`config.mk`:
```
export PLATFORM = sky130hd
export DESIGN_NAME = nfh_host
export DESIGN_NICKNAME = d
export VERILOG_FILES = /design/src/common/nfh_pkg.sv /design/src/core/nfh_fifo.sv /design/src/core/nfh_host.sv
export VERILOG_INCLUDE_DIRS = /design/src /design/src/common
export SDC_FILE = /design/constraint.sdc
export NUM_CORES = 1
export LEC_CHECK = 0
export ABC_AREA = 1
export BUFFER_PORTS_ARGS = -buffer_cell sky130_fd_sc_hd__buf_2
export CORE_ASPECT_RATIO = 1.5
export CORE_MARGIN = 2
export CORE_UTILIZATION = 50
export CTS_BUF_LIST = sky130_fd_sc_hd__clkbuf_16
export CTS_CLUSTER_DIAMETER = 40
export DETAILED_ROUTE_END_ITERATION = 16
export PLACE_DENSITY = 0.71
export SYNTH_ARGS = -nofsm -noshare
export SYNTH_HDL_FRONTEND = slang
export SYNTH_HIERARCHICAL = 1
export SYNTH_SLANG_ARGS = --single-unit
```
`constraint.sdc`:
```
create_clock -name clk_sys -period 3 [get_ports clk_sys]
set_input_delay 0.6 -clock clk_sys [delete_from_list [all_inputs] [get_ports clk_sys]]
set_output_delay 0.6 -clock clk_sys [all_outputs]
set_load 0.05 [all_outputs]
```
`src/common/nfh_params.svh`:
```
// timing and geometry constants for the nand host port
// assumes a 200 mhz system clock
`ifndef NFH_PARAMS_SVH
`define NFH_PARAMS_SVH
`define NFH_CLK_PERIOD_PS 5000
`define NFH_BYTE_CYCLE_NS 50
`define NFH_BYTE_CYCLES ((`NFH_BYTE_CYCLE_NS * 1000) / `NFH_CLK_PERIOD_PS)
`define NFH_HALF_CYCLES (`NFH_BYTE_CYCLES / 2)
`define NFH_PAGE_BYTES 528
`define NFH_MAIN_BYTES 512
`define NFH_SPARE_BYTES 16
`define NFH_PAGES_PER_BLOCK 16
`define NFH_BLOCKS 1024
`define NFH_ADDR_BYTES 3
`define NFH_CMD_READ_A 8'h00
`define NFH_CMD_READ_B 8'h01
`define NFH_CMD_READ_SPARE 8'h50
`define NFH_FIFO_DEPTH 4
`endif

```
`src/common/nfh_pkg.sv`:
```
// types for the nand host port
// used by the host sequencer only
package nfh_pkg;
   typedef enum logic [3:0] {
      NFH_IDLE, NFH_CMD, NFH_ADDR, NFH_WAIT_BUSY, NFH_WAIT_READY,
      NFH_READ, NFH_DONE
   } nfh_state_t;
   typedef enum logic [1:0] {
      NFH_MODE_LOW, NFH_MODE_HIGH, NFH_MODE_SPARE
   } nfh_mode_t;
endpackage : nfh_pkg

```
`src/core/nfh_fifo.sv`:
```
// small valid/ready fifo for read bytes
// assumes one clock, synchronous active-low reset
`timescale 1ns/1ps
module nfh_fifo #(
   parameter int WIDTH = 8,
   parameter int DEPTH = 4
) (
   // clock and reset
   input wire logic clk_sys,
   input wire logic rst_b,
   input wire logic clk_en,
   // fill side
   input wire logic in_valid,
   output logic in_ready,
   input wire logic [WIDTH-1:0] in_data,
   // drain side
   output logic out_valid,
   input wire logic out_ready,
   output logic [WIDTH-1:0] out_data
);
   localparam int AW = $clog2(DEPTH);
   logic [WIDTH-1:0] mem [DEPTH];
   logic [AW-1:0] wr_ptr;
   logic [AW-1:0] rd_ptr;
   logic [AW:0] count;
   wire push = in_valid && in_ready;
   wire pop = out_valid && out_ready;
   // honest full and empty
   assign in_ready = (count != (AW+1)'(DEPTH));
   assign out_valid = (count != '0);
   assign out_data = mem[rd_ptr];
   // pointers and storage
   always_ff @(posedge clk_sys) begin
      if (!rst_b) begin
         wr_ptr <= '0;
         rd_ptr <= '0;
         count <= '0;
      end else if (clk_en) begin
         if (push) begin
            mem[wr_ptr] <= in_data;
            wr_ptr <= (wr_ptr == AW'(DEPTH - 1)) ? '0 : wr_ptr + 1'b1;
         end
         if (pop) begin
            rd_ptr <= (rd_ptr == AW'(DEPTH - 1)) ? '0 : rd_ptr + 1'b1;
         end
         count <= count + (push ? 1'b1 : 1'b0) - (pop ? 1'b1 : 1'b0);
      end
   end
endmodule : nfh_fifo

```
`src/core/nfh_host.sv`:
```
// host sequencer driving a nand flash through its pins: read command,
// three address bytes, wait for ready, stream page bytes into a fifo.
// assumes the flash pins are wired directly, with a pull-up on ready/busy.
`timescale 1ns/1ps
`include "nfh_params.svh"
// Functional notes
// - command byte is latched on write strobe rising edge while command latch high.
// - address latch high makes write strobe bytes addresses, low makes them data.
// - spare area accessed only when spare select input enables it.
// - bytes stream at 50 ns per output strobe cycle.
// - command, address, data share the eight io lines.
// - read starts with 00h, 01h or 50h.
// - host sends three address bytes after the read command.
module nfh_host
   import nfh_pkg::*;
(
   // clock, reset, enable
   input wire logic clk_sys,
   input wire logic rst_b,
   input wire logic clk_en,
   // user request
   input wire logic req_valid,
   output logic req_ready,
   input wire logic [1:0] req_mode,
   input wire logic [7:0] req_column,
   input wire logic [13:0] req_page,
   input wire logic [9:0] req_count,
   input wire logic req_write_protect,
   // user read data
   output logic rd_valid,
   input wire logic rd_ready,
   output logic [7:0] rd_data,
   // flash pins
   output logic cmd_latch,
   output logic addr_latch,
   output logic chip_sel_n,
   output logic write_strobe_n,
   output logic output_strobe_n,
   output logic write_prot_n,
   output logic spare_zone_pick_n,
   input wire logic [7:0] shared_io_bus_in,
   output logic [7:0] shared_io_bus_out,
   output logic shared_io_bus_oe,
   input wire logic ready_busy
);
   localparam logic [7:0] HALF = 8'(`NFH_HALF_CYCLES);
   nfh_state_t state;
   nfh_state_t next_state;
   logic [7:0] tick;
   logic phase;
   logic [1:0] addr_idx;
   logic [9:0] remain;
   logic [21:0] addr_word;
   logic [1:0] mode;
   logic fifo_in_valid;
   logic fifo_in_ready;
   logic [7:0] fifo_in_data;
   logic fifo_out_valid;
   logic [7:0] fifo_out_data;
   // half-cycle timer, each strobe phase lasts 25 ns
   wire tick_done = (tick == HALF - 8'h01);
   // read opcode from mode
   wire [7:0] read_opcode = (mode == NFH_MODE_SPARE) ? `NFH_CMD_READ_SPARE :
                            (mode == NFH_MODE_HIGH) ? `NFH_CMD_READ_B : `NFH_CMD_READ_A;
   // address byte select, column first then page low and high
   wire [7:0] addr_byte = (addr_idx == 2'd0) ? addr_word[7:0] :
                          (addr_idx == 2'd1) ? addr_word[15:8] : {2'b00, addr_word[21:16]};
   wire strobe_end = tick_done && phase;
   // stall reading when the fifo is full
   wire read_go = fifo_in_ready || phase;
   // next state
   always_comb begin
      next_state = state;
      case (state)
         NFH_IDLE: if (req_valid) next_state = NFH_CMD;
         NFH_CMD: if (strobe_end) next_state = NFH_ADDR;
         NFH_ADDR: if (strobe_end && addr_idx == 2'd2) next_state = NFH_WAIT_BUSY;
         NFH_WAIT_BUSY: if (!ready_busy || tick_done) next_state = NFH_WAIT_READY;
         NFH_WAIT_READY: if (ready_busy) next_state = NFH_READ;
         NFH_READ: if (strobe_end && remain == 10'd1) next_state = NFH_DONE;
         NFH_DONE: next_state = NFH_IDLE;
         default: next_state = NFH_IDLE;
      endcase
   end
   // request capture and address assembly
   always_ff @(posedge clk_sys) begin
      if (!rst_b) begin
         mode <= NFH_MODE_LOW;
         addr_word <= '0;
         remain <= '0;
         spare_zone_pick_n <= 1'b1;
         write_prot_n <= 1'b0;
      end else if (clk_en) begin
         write_prot_n <= !req_write_protect;
         if (state == NFH_IDLE && req_valid) begin
            mode <= nfh_mode_t'(req_mode);
            addr_word <= {req_page, req_column};
            remain <= (req_count == 10'd0) ? 10'd1 : req_count;
            spare_zone_pick_n <= (req_mode != NFH_MODE_SPARE);
         end else if (state == NFH_READ && strobe_end) begin
            remain <= remain - 10'd1;
         end
      end
   end
   // sequencer and strobe timing
   always_ff @(posedge clk_sys) begin
      if (!rst_b) begin
         state <= NFH_IDLE;
         tick <= '0;
         phase <= 1'b0;
         addr_idx <= '0;
      end else if (clk_en) begin
         if (state != next_state) begin
            state <= next_state;
            tick <= '0;
            phase <= 1'b0;
         end else if (state != NFH_READ || read_go) begin
            tick <= tick_done ? 8'h00 : tick + 8'h01;
            if (tick_done) phase <= !phase;
         end
         if (state == NFH_ADDR && strobe_end) addr_idx <= addr_idx + 2'd1;
         if (state == NFH_IDLE) addr_idx <= '0;
      end
   end
   // pin drive, all from flip-flops
   always_ff @(posedge clk_sys) begin
      if (!rst_b) begin
         cmd_latch <= 1'b0;
         addr_latch <= 1'b0;
         chip_sel_n <= 1'b1;
         write_strobe_n <= 1'b1;
         output_strobe_n <= 1'b1;
         shared_io_bus_out <= 8'h00;
         shared_io_bus_oe <= 1'b0;
      end else if (clk_en) begin
         cmd_latch <= (next_state == NFH_CMD);
         addr_latch <= (next_state == NFH_ADDR);
         chip_sel_n <= (next_state == NFH_IDLE);
         write_strobe_n <= !((next_state == state) && (state == NFH_CMD || state == NFH_ADDR) && !phase);
         output_strobe_n <= !((state == NFH_READ) && !phase && fifo_in_ready);
         shared_io_bus_oe <= (next_state == NFH_CMD || next_state == NFH_ADDR);
         shared_io_bus_out <= (state == NFH_ADDR) ? addr_byte : read_opcode;
      end
   end
   // push a byte at the end of each output strobe low phase
   always_ff @(posedge clk_sys) begin
      if (!rst_b) begin
         fifo_in_valid <= 1'b0;
         fifo_in_data <= 8'h00;
      end else if (clk_en) begin
         fifo_in_valid <= (state == NFH_READ) && tick_done && !phase && fifo_in_ready;
         fifo_in_data <= shared_io_bus_in;
      end
   end
   // user side registered
   always_ff @(posedge clk_sys) begin
      if (!rst_b) begin
         req_ready <= 1'b0;
         rd_valid <= 1'b0;
         rd_data <= 8'h00;
      end else if (clk_en) begin
         req_ready <= (next_state == NFH_IDLE) && !(state == NFH_IDLE && req_valid);
         if (!rd_valid || rd_ready) begin
            rd_valid <= fifo_out_valid;
            rd_data <= fifo_out_data;
         end
      end
   end
   wire fifo_pop = fifo_out_valid && (!rd_valid || rd_ready);
   nfh_fifo #(.WIDTH(8), .DEPTH(`NFH_FIFO_DEPTH)) u_fifo (
      .clk_sys(clk_sys),
      .rst_b(rst_b),
      .clk_en(clk_en),
      .in_valid(fifo_in_valid),
      .in_ready(fifo_in_ready),
      .in_data(fifo_in_data),
      .out_valid(fifo_out_valid),
      .out_ready(fifo_pop),
      .out_data(fifo_out_data)
   );
endmodule : nfh_host

```
==> results.md, run 1 <==
| Item | Value |
|---|---|
| Outcome | finished, final reports clean |
| Number of failing setup endpoints in the final timing report | 0 |
| CP Cell Sequence | nor2_2 > nand2_2 > inv_1 > a21oi_1 > a21boi_0 > ha_1 > inv_1 > ha_1 > inv_1 > fa_1 > nor2_1 > nor2_2 > a21oi_1 > nor2_1 |
| Largest net degree at the start of global routing | 43 |
| Number of cells after detailed placement | 895 |
| Dominant delay contributor by cell family on the critical path | adder cells |
| Final worst-path cycle share | 79.9% |
| Final routed wire length divided by cell count | 14.7 um |
| Clock tree from TritonCTS | done |
| Net count reported at finish | 831 |
| Worst hold margin | 0.361 ns |
| Width of the die | 90.8 um |
| WS Path Type | flop to flop |
| Transition time at the pin with the least slew margin | 0.837 ns |
| Endpoint required time on the critical path | 3.31 ns |
| Die Y | 134 um |
| Number of library cell types mapped by synthesis | 43 |
| Initial antenna violation count | 0 |
| Crit Path Max Fanout | 5 |
| Clk network pwr share | 45.2% |
| H-tree depth | 4 |
| Critical path's slowest cell | sky130_fd_sc_hd__dfxtp_1 |
| Total clock buffers created by CTS | 17 |
| Source-to-sink clock delay at the later pin of the worst-skew pair | 0.41 ns |
| Final sum of negative setup slack | 0 ns |
| Number of enable flip-flop cells after synthesis | 32 |
| Via count of the first global-routing pass | 4768 |
| Synth Net Count | 752 |
| Post-route DRC | 0 |
| Most area-hungry cell type in the Yosys netlist | sky130_fd_sc_hd__dfxtp_1 |
| Share of the synthesized area in the top cell type | 32.9% |
| Number of warning messages in the yosys log | 6 |
| Final Power | 4.52 mW |
| Buffers added on ports | 74 |
| Clock root buffer | sky130_fd_sc_hd__clkbuf_16 |
| Endpoints failing hold | 0 |
| Hold crit path type | primary input to flop |
| Starting utilization of the core area | 51.2% |
| VDD IR max | 449 uV |
| Data arrival time of the worst path | 2.71 ns |
| Drt first-iter violations | 254 |
| Post-layout utilization of the core | 61.3% |
| Internal power | 3.29 mW |
| Synth Flop Type | sky130_fd_sc_hd__dfxtp_1 |
| Asr flop ratio synth | 0% |
| # clock sinks | 125 |
| I/O Pins | 75 |
| Post-synth design cell area | 5660 um2 |
| Via Count | 4948 |
| Share of power burned in registers | 41.9% |
| Biggest cell delay along the critical path | 0.43 ns |
| Fraction of final layout cells sized beyond drive strength 1 | 21.4% |
| Most Frequent Cell on Critical Path | sky130_fd_sc_hd__inv_1 |
| First-pass GRT wire length | 22.4 mm |
| Growth of design area from synthesis to finish | 19.9% |
| Post-route antenna net violation count | 0 |
| Mean instance size in the synthesized netlist | 8.22 um2 |
| Max-slew headroom | 44.2% |
| GR Overflow Total | 0 |
| Post-synthesis instance total | 688 |
| Detailed Route WL | 13.6 mm |
| Max Clk Rate | 0.417 GHz |
| Register bit count reported by yosys | 125 |
| Global router's overall resource usage | 23.2% |
| Placeable core region | 11100 um2 |
| Buf+Inv Stages, Crit Path | 3 |
| Unrepaired setup endpoints after global routing | false |
| Power density relative to cell area | 666 nW/um2 |
| Weighted congestion reported at the end of routability-driven placement | 0.856 |
| Clock Pin Slew Worst Setup and Hold Paths | 0.05 ns |
| Number of buffers on the longest clock path | 2 |
| Clock skew after layout | 0.00743 ns |
| Total Die Area | 12200 um2 |
| Quantity of hold-fixing buffers added after cts | 0 |
| Portion of total power attributed to combinational logic | 13.0% |
| Sum of net half-perimeters after detailed placement | 9.46 mm |
| Detailed-route vias per instance | 5.34 |
| Startpoint types | flop |
| Post-cts resize count | 0 |
| Min Tclk post-route | 2.40 ns |
| Share of the yosys chip area belonging to registers | 49.9% |
| Category of the worst setup path capture point | flop |
| Net load switching power | 1.23 mW |
| Total number of placement rows | 47 |
| Net Sw Frac | 27.2% |
| Count of pins over their slew limit | 0 |
| Number of detailed-routing iterations run before antenna repair | 5 |
| Leak | 2.86 nW |
| Finished Layout Cells | 927 |
| Number of max-cap violations | 0 |
| Post-CTS setup repair buffer count | 0 |
| Number of antenna repair diodes | 0 |
| Top area cells in the synthesized netlist | sky130_fd_sc_hd__dfxtp_1 (33%), sky130_fd_sc_hd__edfxtp_1 (17%), sky130_fd_sc_hd__nor2_1 (9.4%), sky130_fd_sc_hd__o21ai_0 (6.9%), sky130_fd_sc_hd__nand2_1 (6.4%) |
==> kinds of logic (layout without fill, tap and decap cells) <==
family / after synthesis / in the layout / share of synthesized area [%]
flip-flops: 125 / 125 / 49.9
buffers and inverters: 74 / 166 / 5.26
AND/OR/NAND/NOR: 310 / 310 / 24.8
adder cells (fa/ha/maj): 15 / 15 / 3.45
XOR/XNOR: 7 / 7 / 1.08
AO/OA/AOI/OAI: 157 / 157 / 15.5
==> sequential cells by signal, indices dropped and copies added, names as in the netlist, 3 cells and up, named ones only <==
signal and flops:
tick 8, shared_io_bus_out 8, u_fifo/count 3, addr_word 22, u_fifo/mem 32, fifo_in_data 8
remain 10, state 4, rd_data 8
==> power groups by stage <==
stage	registers (mW)	logic, mW	clock network (mW)
after detailed placement	1.92	0.584	0
after CTS	1.89	0.589	2.07
after floorplan	1.98	0.359	0
after global placement	1.92	0.567	0
final	1.89	0.586	2.04
after global routing	1.90	0.656	2.15
==> synth_stat cells, drive strengths merged, types with 2 or more instances <==
cell / number
nor2: 156
nand2: 109
dfxtp: 93
o21ai: 83
inv: 49
a21oi: 43
edfxtp: 32
nand3: 27
clkbuf: 14
ha: 14
buf: 10
o211ai: 10
o22ai: 8
a31oi: 7
nor3: 7
xor2: 7
nor3b: 4
nand4: 3
nor4: 2
==> through the flow <==
stage | setup slack [ns] | area, um2
after floorplan | 0.736 | 5660
after global placement | 0.596 | 6180
after detailed placement | 0.546 | 6180
after CTS | 0.597 | 6780
after global routing | 0.378 | 6780
final | 0.602 | 6780
==> worst reg2reg max path: stages, from the launching register on <==
cell and delay (ns):
sky130_fd_sc_hd__dfxtp_1 0.43, sky130_fd_sc_hd__nor2_2 0.10, sky130_fd_sc_hd__nand2_2 0.08, sky130_fd_sc_hd__inv_1 0.05
sky130_fd_sc_hd__a21oi_1 0.19, sky130_fd_sc_hd__a21boi_0 0.22, sky130_fd_sc_hd__ha_1 0.25, sky130_fd_sc_hd__inv_1 0.06
sky130_fd_sc_hd__ha_1 0.13, sky130_fd_sc_hd__inv_1 0.05, sky130_fd_sc_hd__fa_1 0.37, sky130_fd_sc_hd__nor2_1 0.14
sky130_fd_sc_hd__nor2_2 0.05, sky130_fd_sc_hd__a21oi_1 0.11, sky130_fd_sc_hd__nor2_1 0.05
==> layer usage <==
layer | global-route usage, % | wire length [um]
met3 | 5.11 | 659
met5 | 0 | 0
met2 | 42.8 | 7300
met1 | 25.9 | 5330
met4 | 8.75 | 301
==> worst paths after layout <==
path | startpoint | to | slack, ns | depth (start not counted)
worst max-delay path | u_fifo/count[1] | u_fifo/count[2] | 0.60 | 14
worst min-delay path | req_write_protect | write_prot_n | 0.36 | 2
worst max register to register | u_fifo/count[1] | u_fifo/count[2] | 0.60 | 14
worst min register to register | mode[1] | mode[1] | 0.46 | 2
==> area by class of cell <==
type	instances	area (um2)
Clock buffer	20	500
Timing Repair Buffer	84	445
Sequential cell	125	2820
Tap cell	147	184
Multi-Input combinational cell	489	2540
Inverter	50	188
Clock inverter	12	105
Fill cell	980	4270
==> cell usage in the layout (no fill, tap or decap), types with 2 or more instances in the layout <==
cell,synthesis,final
sky130_fd_sc_hd__a21oi_1,41,41
sky130_fd_sc_hd__a31oi_1,7,7
sky130_fd_sc_hd__buf_2,4,74
sky130_fd_sc_hd__buf_4,0,10
sky130_fd_sc_hd__clkbuf_16,0,20
sky130_fd_sc_hd__clkinv_1,1,3
sky130_fd_sc_hd__clkinv_4,0,3
sky130_fd_sc_hd__clkinvlp_4,0,2
sky130_fd_sc_hd__dfxtp_1,93,93
sky130_fd_sc_hd__edfxtp_1,32,32
sky130_fd_sc_hd__ha_1,14,14
sky130_fd_sc_hd__inv_1,40,40
sky130_fd_sc_hd__inv_2,9,10
sky130_fd_sc_hd__inv_6,0,2
sky130_fd_sc_hd__nand2_1,96,96
sky130_fd_sc_hd__nand2_2,10,10
sky130_fd_sc_hd__nand2_4,3,3
sky130_fd_sc_hd__nand3_1,20,20
sky130_fd_sc_hd__nand3_2,5,5
sky130_fd_sc_hd__nand3_4,2,2
sky130_fd_sc_hd__nand4_1,3,3
sky130_fd_sc_hd__nor2_1,141,141
sky130_fd_sc_hd__nor2_2,15,15
sky130_fd_sc_hd__nor3_1,5,5
sky130_fd_sc_hd__nor3b_1,4,4
sky130_fd_sc_hd__nor4_1,2,2
sky130_fd_sc_hd__o211ai_1,10,10
sky130_fd_sc_hd__o21ai_0,78,78
sky130_fd_sc_hd__o21ai_1,3,3
sky130_fd_sc_hd__o21ai_2,2,2
sky130_fd_sc_hd__o22ai_1,8,8
sky130_fd_sc_hd__xor2_1,7,7
Power figures use the tool's default switching activity.
==> run 2, diff against run 1 <==
Settings changed: PLACE_DENSITY 0.71 to 0.73.
Clock period 3 ns to 2.2 ns, I/O delays scaled along.
==> run 2 against run 1 <==
  * Critical path depth rose by 1
  * Clock power rose by 31%
  * Clock skew fell by 0.0017 ns
  * Sequential power rose by 35%
  * Utilization rose by 0.67 points
  * Final cell count rose by 1.2%
  * Die area did not move
  * Maximum frequency rose by 14%
  * First-iteration DRC count rose by 2.8%
  * Global-route usage barely moved
  * Sequential cell count did not move
  * Non-clock buffer count rose by 11
==> results.md, run 2 (same netlist as run 1, synthesis figures left out) <==
| Item | Value |
|---|---|
| Outcome | finished, final reports clean |
| Number of cells after detailed placement | 906 |
| Starting utilization of the core area | 51.2% |
| Max Clk Rate | 0.476 GHz |
| Width of the die | 90.8 um |
| Category of the worst setup path capture point | flop |
| Clock tree from TritonCTS | done |
| Number of max-cap violations | 0 |
| Net load switching power | 1.68 mW |
| Die Y | 134 um |
| Power density relative to cell area | 892 nW/um2 |
| GR Overflow Total | 0 |
| Final routed wire length divided by cell count | 14.6 um |
| Detailed-route vias per instance | 5.37 |
| Finished Layout Cells | 938 |
| Net Sw Frac | 27.5% |
| Endpoints failing hold | 0 |
| Unrepaired setup endpoints after global routing | true |
| Largest net degree at the start of global routing | 53 |
| Post-route antenna net violation count | 0 |
| # clock sinks | 125 |
| Leak | 2.90 nW |
| Quantity of hold-fixing buffers added after cts | 0 |
| Clock skew after layout | 0.00574 ns |
| Critical path's slowest cell | sky130_fd_sc_hd__fa_2 |
| Sum of net half-perimeters after detailed placement | 9.70 mm |
| First-pass GRT wire length | 22.5 mm |
| Endpoint required time on the critical path | 2.54 ns |
| Final worst-path cycle share | 95.5% |
| Max FFs per register | 32 |
| Post-CTS setup repair buffer count | 0 |
| Register with the most flip-flops | u_fifo/mem |
| Number of antenna repair diodes | 0 |
| Filler cells | 1003 |
| Startpoint types | flop |
| Internal power | 4.43 mW |
| Count of pins over their slew limit | 0 |
| Largest registers in the final layout | u_fifo/mem: 32 flops, addr_word: 22 flops, remain: 10 flops |
| Number of detailed-routing iterations run before antenna repair | 5 |
| Share of power burned in registers | 41.8% |
| Weighted congestion reported at the end of routability-driven placement | 0.896 |
| Total number of placement rows | 47 |
| Buffers added on ports | 74 |
| Hold crit path type | primary input to flop |
| Total Die Area | 12200 um2 |
| Clk network pwr share | 43.9% |
| Transition time at the pin with the least slew margin | 0.517 ns |
| Dominant delay contributor by cell family on the critical path | adder cells |
| Global router's overall resource usage | 23.2% |
| Post-route DRC | 0 |
| Via Count | 5033 |
| Initial antenna violation count | 0 |
| Max-slew headroom | 65.4% |
| WS Path Type | flop to flop |
| Total clock buffers created by CTS | 17 |
| Number of buffers on the longest clock path | 2 |
| Clock root buffer | sky130_fd_sc_hd__clkbuf_16 |
| Drt first-iter violations | 261 |
| VDD IR max | 572 uV |
| Via count of the first global-routing pass | 4912 |
| Buf+Inv Stages, Crit Path | 3 |
| Crit Path Max Fanout | 2 |
| Data arrival time of the worst path | 2.44 ns |
| Placeable core region | 11100 um2 |
| Portion of total power attributed to combinational logic | 14.3% |
| Most common cell after layout, fill and taps aside | sky130_fd_sc_hd__nor2_1 |
| Post-layout utilization of the core | 62.0% |
| Clock Pin Slew Worst Setup and Hold Paths | 0.05 ns |
| Most Frequent Cell on Critical Path | sky130_fd_sc_hd__nor2_2 |
| Number of failing setup endpoints in the final timing report | 0 |
| H-tree depth | 4 |
| Biggest cell delay along the critical path | 0.34 ns |
| Top library cells by usage in the layout, fill and taps aside | sky130_fd_sc_hd__nor2_1 (140), sky130_fd_sc_hd__nand2_1 (96), sky130_fd_sc_hd__dfxtp_1 (89) |
| Net count reported at finish | 842 |
| Min Tclk post-route | 2.10 ns |
| Growth of design area from synthesis to finish | 21.2% |
| Source-to-sink clock delay at the later pin of the worst-skew pair | 0.41 ns |
| Detailed Route WL | 13.7 mm |
| CP Cell Sequence | nor2_2 > nand2_2 > inv_2 > a21oi_2 > a21boi_2 > ha_1 > inv_1 > ha_1 > inv_1 > fa_2 > nor2_2 > nor2_2 > nand3_1 > nand2_1 > nor2_1 |
| I/O Pins | 75 |
| Fraction of final layout cells sized beyond drive strength 1 | 23.8% |
-- run 2: metal layers --
metal	wire (um)	GRT usage, %	up-vias
met5	0	0	-
met4	335	9.26	0
met3	636	5.45	27
li1	-	-	2480
met1	5330	24.9	2393
met2	7380	43.4	133
-- run 2: power by group through the flow --
stage | logic, mW | registers [mW] | clock network, mW
final | 0.871 | 2.56 | 2.68
after global routing | 0.968 | 2.57 | 2.82
after CTS | 0.866 | 2.55 | 2.71
after detailed placement | 0.850 | 2.60 | 0
after global placement | 0.820 | 2.60 | 0
after floorplan | 0.490 | 2.70 | 0
-- run 2: path summary, 6_finish.rpt --
kind,depth (start not counted),endpoint,slack (ns),startpoint
worst min-delay path,2,write_prot_n,0.21,req_write_protect
worst min register to register,2,shared_io_bus_out[2],0.46,shared_io_bus_out[2]
worst max-delay path,15,u_fifo/count[2],0.1,u_fifo/count[1]
worst max register to register,15,u_fifo/count[2],0.1,u_fifo/count[1]
-- run 2: layout make-up --
cell class	count	area, um2	area share [%]
flip-flops and latches	125	2830	41.2
inverters	50	188	2.74
clock buffers	17	425	6.21
repair buffers	95	528	7.70
multi-input cells	489	2550	37.3
well taps	147	184	2.68
clock inverters	15	149	2.17
-- run 2: what timing repair did --
item | 4_1_cts | 5_1_grt
gates resized for setup | 4 | 5
cloned | 0 | 0
pin swaps | 0 | 1
endpoints found under the setup margin | 1 | 13
-- run 2: through the flow --
stage	cell area, um2	hold WS [ns]	total power [mW]	worst slack (ns)	setup TNS (ns)
2_1_floorplan	5660	0.440	3.19	0.0267	0
3_3_place_gp	6260	0.452	3.42	-0.0166	-0.0166
3_5_place_dp	6260	0.457	3.45	-0.172	-0.184
4_1_cts	6850	0.194	6.13	0.00972	0
5_1_grt	6860	0.201	6.36	-0.0310	-0.0310
6_report	6860	0.210	6.11	0.0996	0
-- run 2: worst register-to-register path: cells and delay by family, from the launching register on --
kind                     cells  cell delay (ns)
AND/OR/NAND/NOR              7             0.59
AO/OA/AOI/OAI                2             0.20
adder cells (fa/ha/maj)      3             0.76
buffers and inverters        3             0.17
flip-flops                   1             0.32
==> run 3, diff against run 2 <==
Settings changed: CORE_MARGIN 2 to default.
==> run 3 against run 2 <==
  * Sequential share of layout area is 0.23 points higher
  * Count of clock-buffer cells in the layout is 1 higher
  * Largest power group is now registers
  * Final cell count stayed put
==> results.md, run 3 (same netlist as run 1, synthesis figures left out) <==
| Item | Value |
|---|---|
| Outcome | finished, final reports clean |
| I/O Pins | 75 |
| Register-to-register setup slack | 0.08 ns |
| Finished Layout Cells | 938 |
| Worst hold margin | 0.210 ns |
| Worst slack after detailed placement | -0.0824 ns |
| Final routed wire length divided by cell count | 14.3 um |
| CP Cell Sequence | nor2_4 > nand2_2 > inv_2 > a21oi_2 > a21boi_2 > ha_1 > inv_1 > ha_1 > inv_1 > fa_2 > nor2_4 > nor2_2 > a21oi_1 > nor2_1 |
| Portion of total power attributed to combinational logic | 14.7% |
| Post-route antenna net violation count | 0 |
| Power density relative to cell area | 862 nW/um2 |
| Width of the die | 88.8 um |
| Number of failing setup endpoints in the final timing report | 0 |
| Total clock buffers created by CTS | 17 |
| Register with the most flip-flops | u_fifo/mem |
| Total Die Area | 11800 um2 |
| Placeable core region | 11000 um2 |
| Post-CTS setup repair buffer count | 0 |
| VDD IR max | 581 uV |
| Global router's overall resource usage | 24.4% |
| Final worst-path cycle share | 96.6% |
| Number of cells after detailed placement | 906 |
| # clock sinks | 125 |
| Starting utilization of the core area | 51.4% |
| Detailed-route vias per instance | 5.31 |
| GR Overflow Total | 0 |
| Share of power burned in registers | 43.7% |
| Hold crit path type | primary input to flop |
| Die Y | 132 um |
| Crit Path Max Fanout | 2 |
| Transition time at the pin with the least slew margin | 0.796 ns |
| Data arrival time of the worst path | 2.42 ns |
| Biggest cell delay along the critical path | 0.36 ns |
| Number of detailed-routing iterations run before antenna repair | 5 |
| Fraction of final layout cells sized beyond drive strength 1 | 23.6% |
| H-tree depth | 4 |
| First-pass GRT wire length | 22.0 mm |
| Total number of placement rows | 47 |
| Post-layout utilization of the core | 62.0% |
| Worst hold endpoint | write_prot_n |
| Clock Pin Slew Worst Setup and Hold Paths | 0.05 ns |
| Max FFs per register | 32 |
| Final Worst Setup Slack | 0.0759 ns |
| Via Count | 4979 |
| Buf+Inv Stages, Crit Path | 3 |
| Placed inst area | 6260 um2 |
| Clock root buffer | sky130_fd_sc_hd__clkbuf_16 |
| Max Clk Rate | 0.471 GHz |
| Number of cells on the worst hold path | 2 |
| Number of max-cap violations | 0 |
| Number of buffers on the longest clock path | 2 |
| WS Path Type | flop to flop |
| Launch instance of the worst register-to-register path | u_fifo/count[1] |
| Net Sw Frac | 27.7% |
| Buffers added on ports | 74 |
| Startpoint types | flop |
| Via count of the first global-routing pass | 4937 |
| Dominant delay contributor by cell family on the critical path | adder cells |
| Largest registers in the final layout | u_fifo/mem: 32 flops, addr_word: 22 flops, remain: 10 flops |
| Count of pins over their slew limit | 0 |
| Leak | 2.89 nW |
| Endpoints failing hold | 0 |
| Critical R2R Capture | u_fifo/count[2] |
| Net load switching power | 1.63 mW |
| Final non-filler cell area | 6820 um2 |
| Detailed Route WL | 13.4 mm |
| Source-to-sink clock delay at the later pin of the worst-skew pair | 0.41 ns |
| Net count reported at finish | 842 |
| Top library cells by usage in the layout, fill and taps aside | sky130_fd_sc_hd__nor2_1 (140), sky130_fd_sc_hd__nand2_1 (95), sky130_fd_sc_hd__dfxtp_1 (89) |
| Internal power | 4.25 mW |
| Post-route DRC | 0 |
| Number of cells on the worst reg-to-reg path | 14 |
| Min Tclk post-route | 2.12 ns |
| Growth of design area from synthesis to finish | 20.5% |
| Drt first-iter violations | 289 |
| Initial antenna violation count | 0 |
| Quantity of hold-fixing buffers added after cts | 0 |
| Number of antenna repair diodes | 0 |
| Endpoint required time on the critical path | 2.50 ns |
| Clock tree from TritonCTS | done |
| Sum of net half-perimeters after detailed placement | 9.43 mm |
| Most common cell after layout, fill and taps aside | sky130_fd_sc_hd__nor2_1 |
| Clock skew after layout | 0.00987 ns |
| Clk network pwr share | 41.6% |
| Hold path startpoint | req_write_protect |
| Largest net degree at the start of global routing | 44 |
| Category of the worst setup path capture point | flop |
| Weighted congestion reported at the end of routability-driven placement | 0.851 |
| Max-slew headroom | 46.9% |
| Critical path's slowest cell | sky130_fd_sc_hd__fa_2 |
run 3: changes by cell type in the layout (fill, tap and decap cells not counted), moves of 2 or more:
| cell | change |
|---|---|
| sky130_fd_sc_hd__inv_6 | -2 |
| sky130_fd_sc_hd__clkinv_4 | -2 |
| sky130_fd_sc_hd__clkinv_2 | +2 |
| sky130_fd_sc_hd__bufinv_16 | -2 |
run 3: cell type report:
| type | count | area (um2) |
|---|---|---|
| Fill cell | 965 | 4180 |
| Sequential cell | 125 | 2830 |
| Multi-Input combinational cell | 489 | 2560 |
| Timing Repair Buffer | 95 | 528 |
| Clock buffer | 18 | 450 |
| Inverter | 50 | 188 |
| Tap cell | 147 | 184 |
| Clock inverter | 14 | 78.8 |
run 3: worst reg2reg max path, delay by kind of cell (launching register included):
| family | cells | cell delay (ns) |
|---|---|---|
| AOI/OAI and AO/OA | 3 | 0.32 |
| and+or+nand+nor | 5 | 0.42 |
| adders and majority gates | 3 | 0.79 |
| buffers and inverters | 3 | 0.17 |
| DFF | 1 | 0.33 |
run 3: timing repair:
item                       in CTS  in global routing
cloned                          0                  0
setup endpoints to repair       1                  2
gates resized for setup         3                  8
pin swaps                       0                  2
run 3: power by group through the flow:
stage / registers [mW] / clock network [mW] / logic [mW]
after floorplan: 2.70 / 0 / 0.490
after CTS: 2.57 / 2.49 / 0.848
after global routing: 2.59 / 2.58 / 0.961
after global placement: 2.61 / 0 / 0.812
final: 2.57 / 2.45 / 0.864
after detailed placement: 2.61 / 0 / 0.837
run 3: routing by layer:
layer / up-vias / wire length, um / track usage [%]
li1: 2480 / - / -
met1: 2320 / 5210 / 26.0
met2: 150 / 7220 / 44.0
met3: 29 / 542 / 4.57
met4: 0 / 428 / 12.9
met5: - / 0 / 0
run 3: how the worst max path moves through the flow:
stage / start / end / slack, ns / depth (start not counted)
after floorplan: u_fifo/count[2] / u_fifo/count[2] / 0.03 / 14
after global placement: rd_ready / u_fifo/count[2] / -0.02 / 13
after detailed placement: rd_ready / u_fifo/count[2] / -0.08 / 13
after CTS: u_fifo/count[2] / u_fifo/count[2] / 0.02 / 14
after global routing: tick[1] / write_strobe_n / -0.02 / 13
final: u_fifo/count[1] / u_fifo/count[2] / 0.08 / 14
run 3: stage by stage:
step	TNS, ns	total power, mW
after floorplan	0	3.19
after global placement	-0.0166	3.42
after detailed placement	-0.0824	3.45
after CTS	0	5.90
after global routing	-0.0382	6.12
final	0	5.88
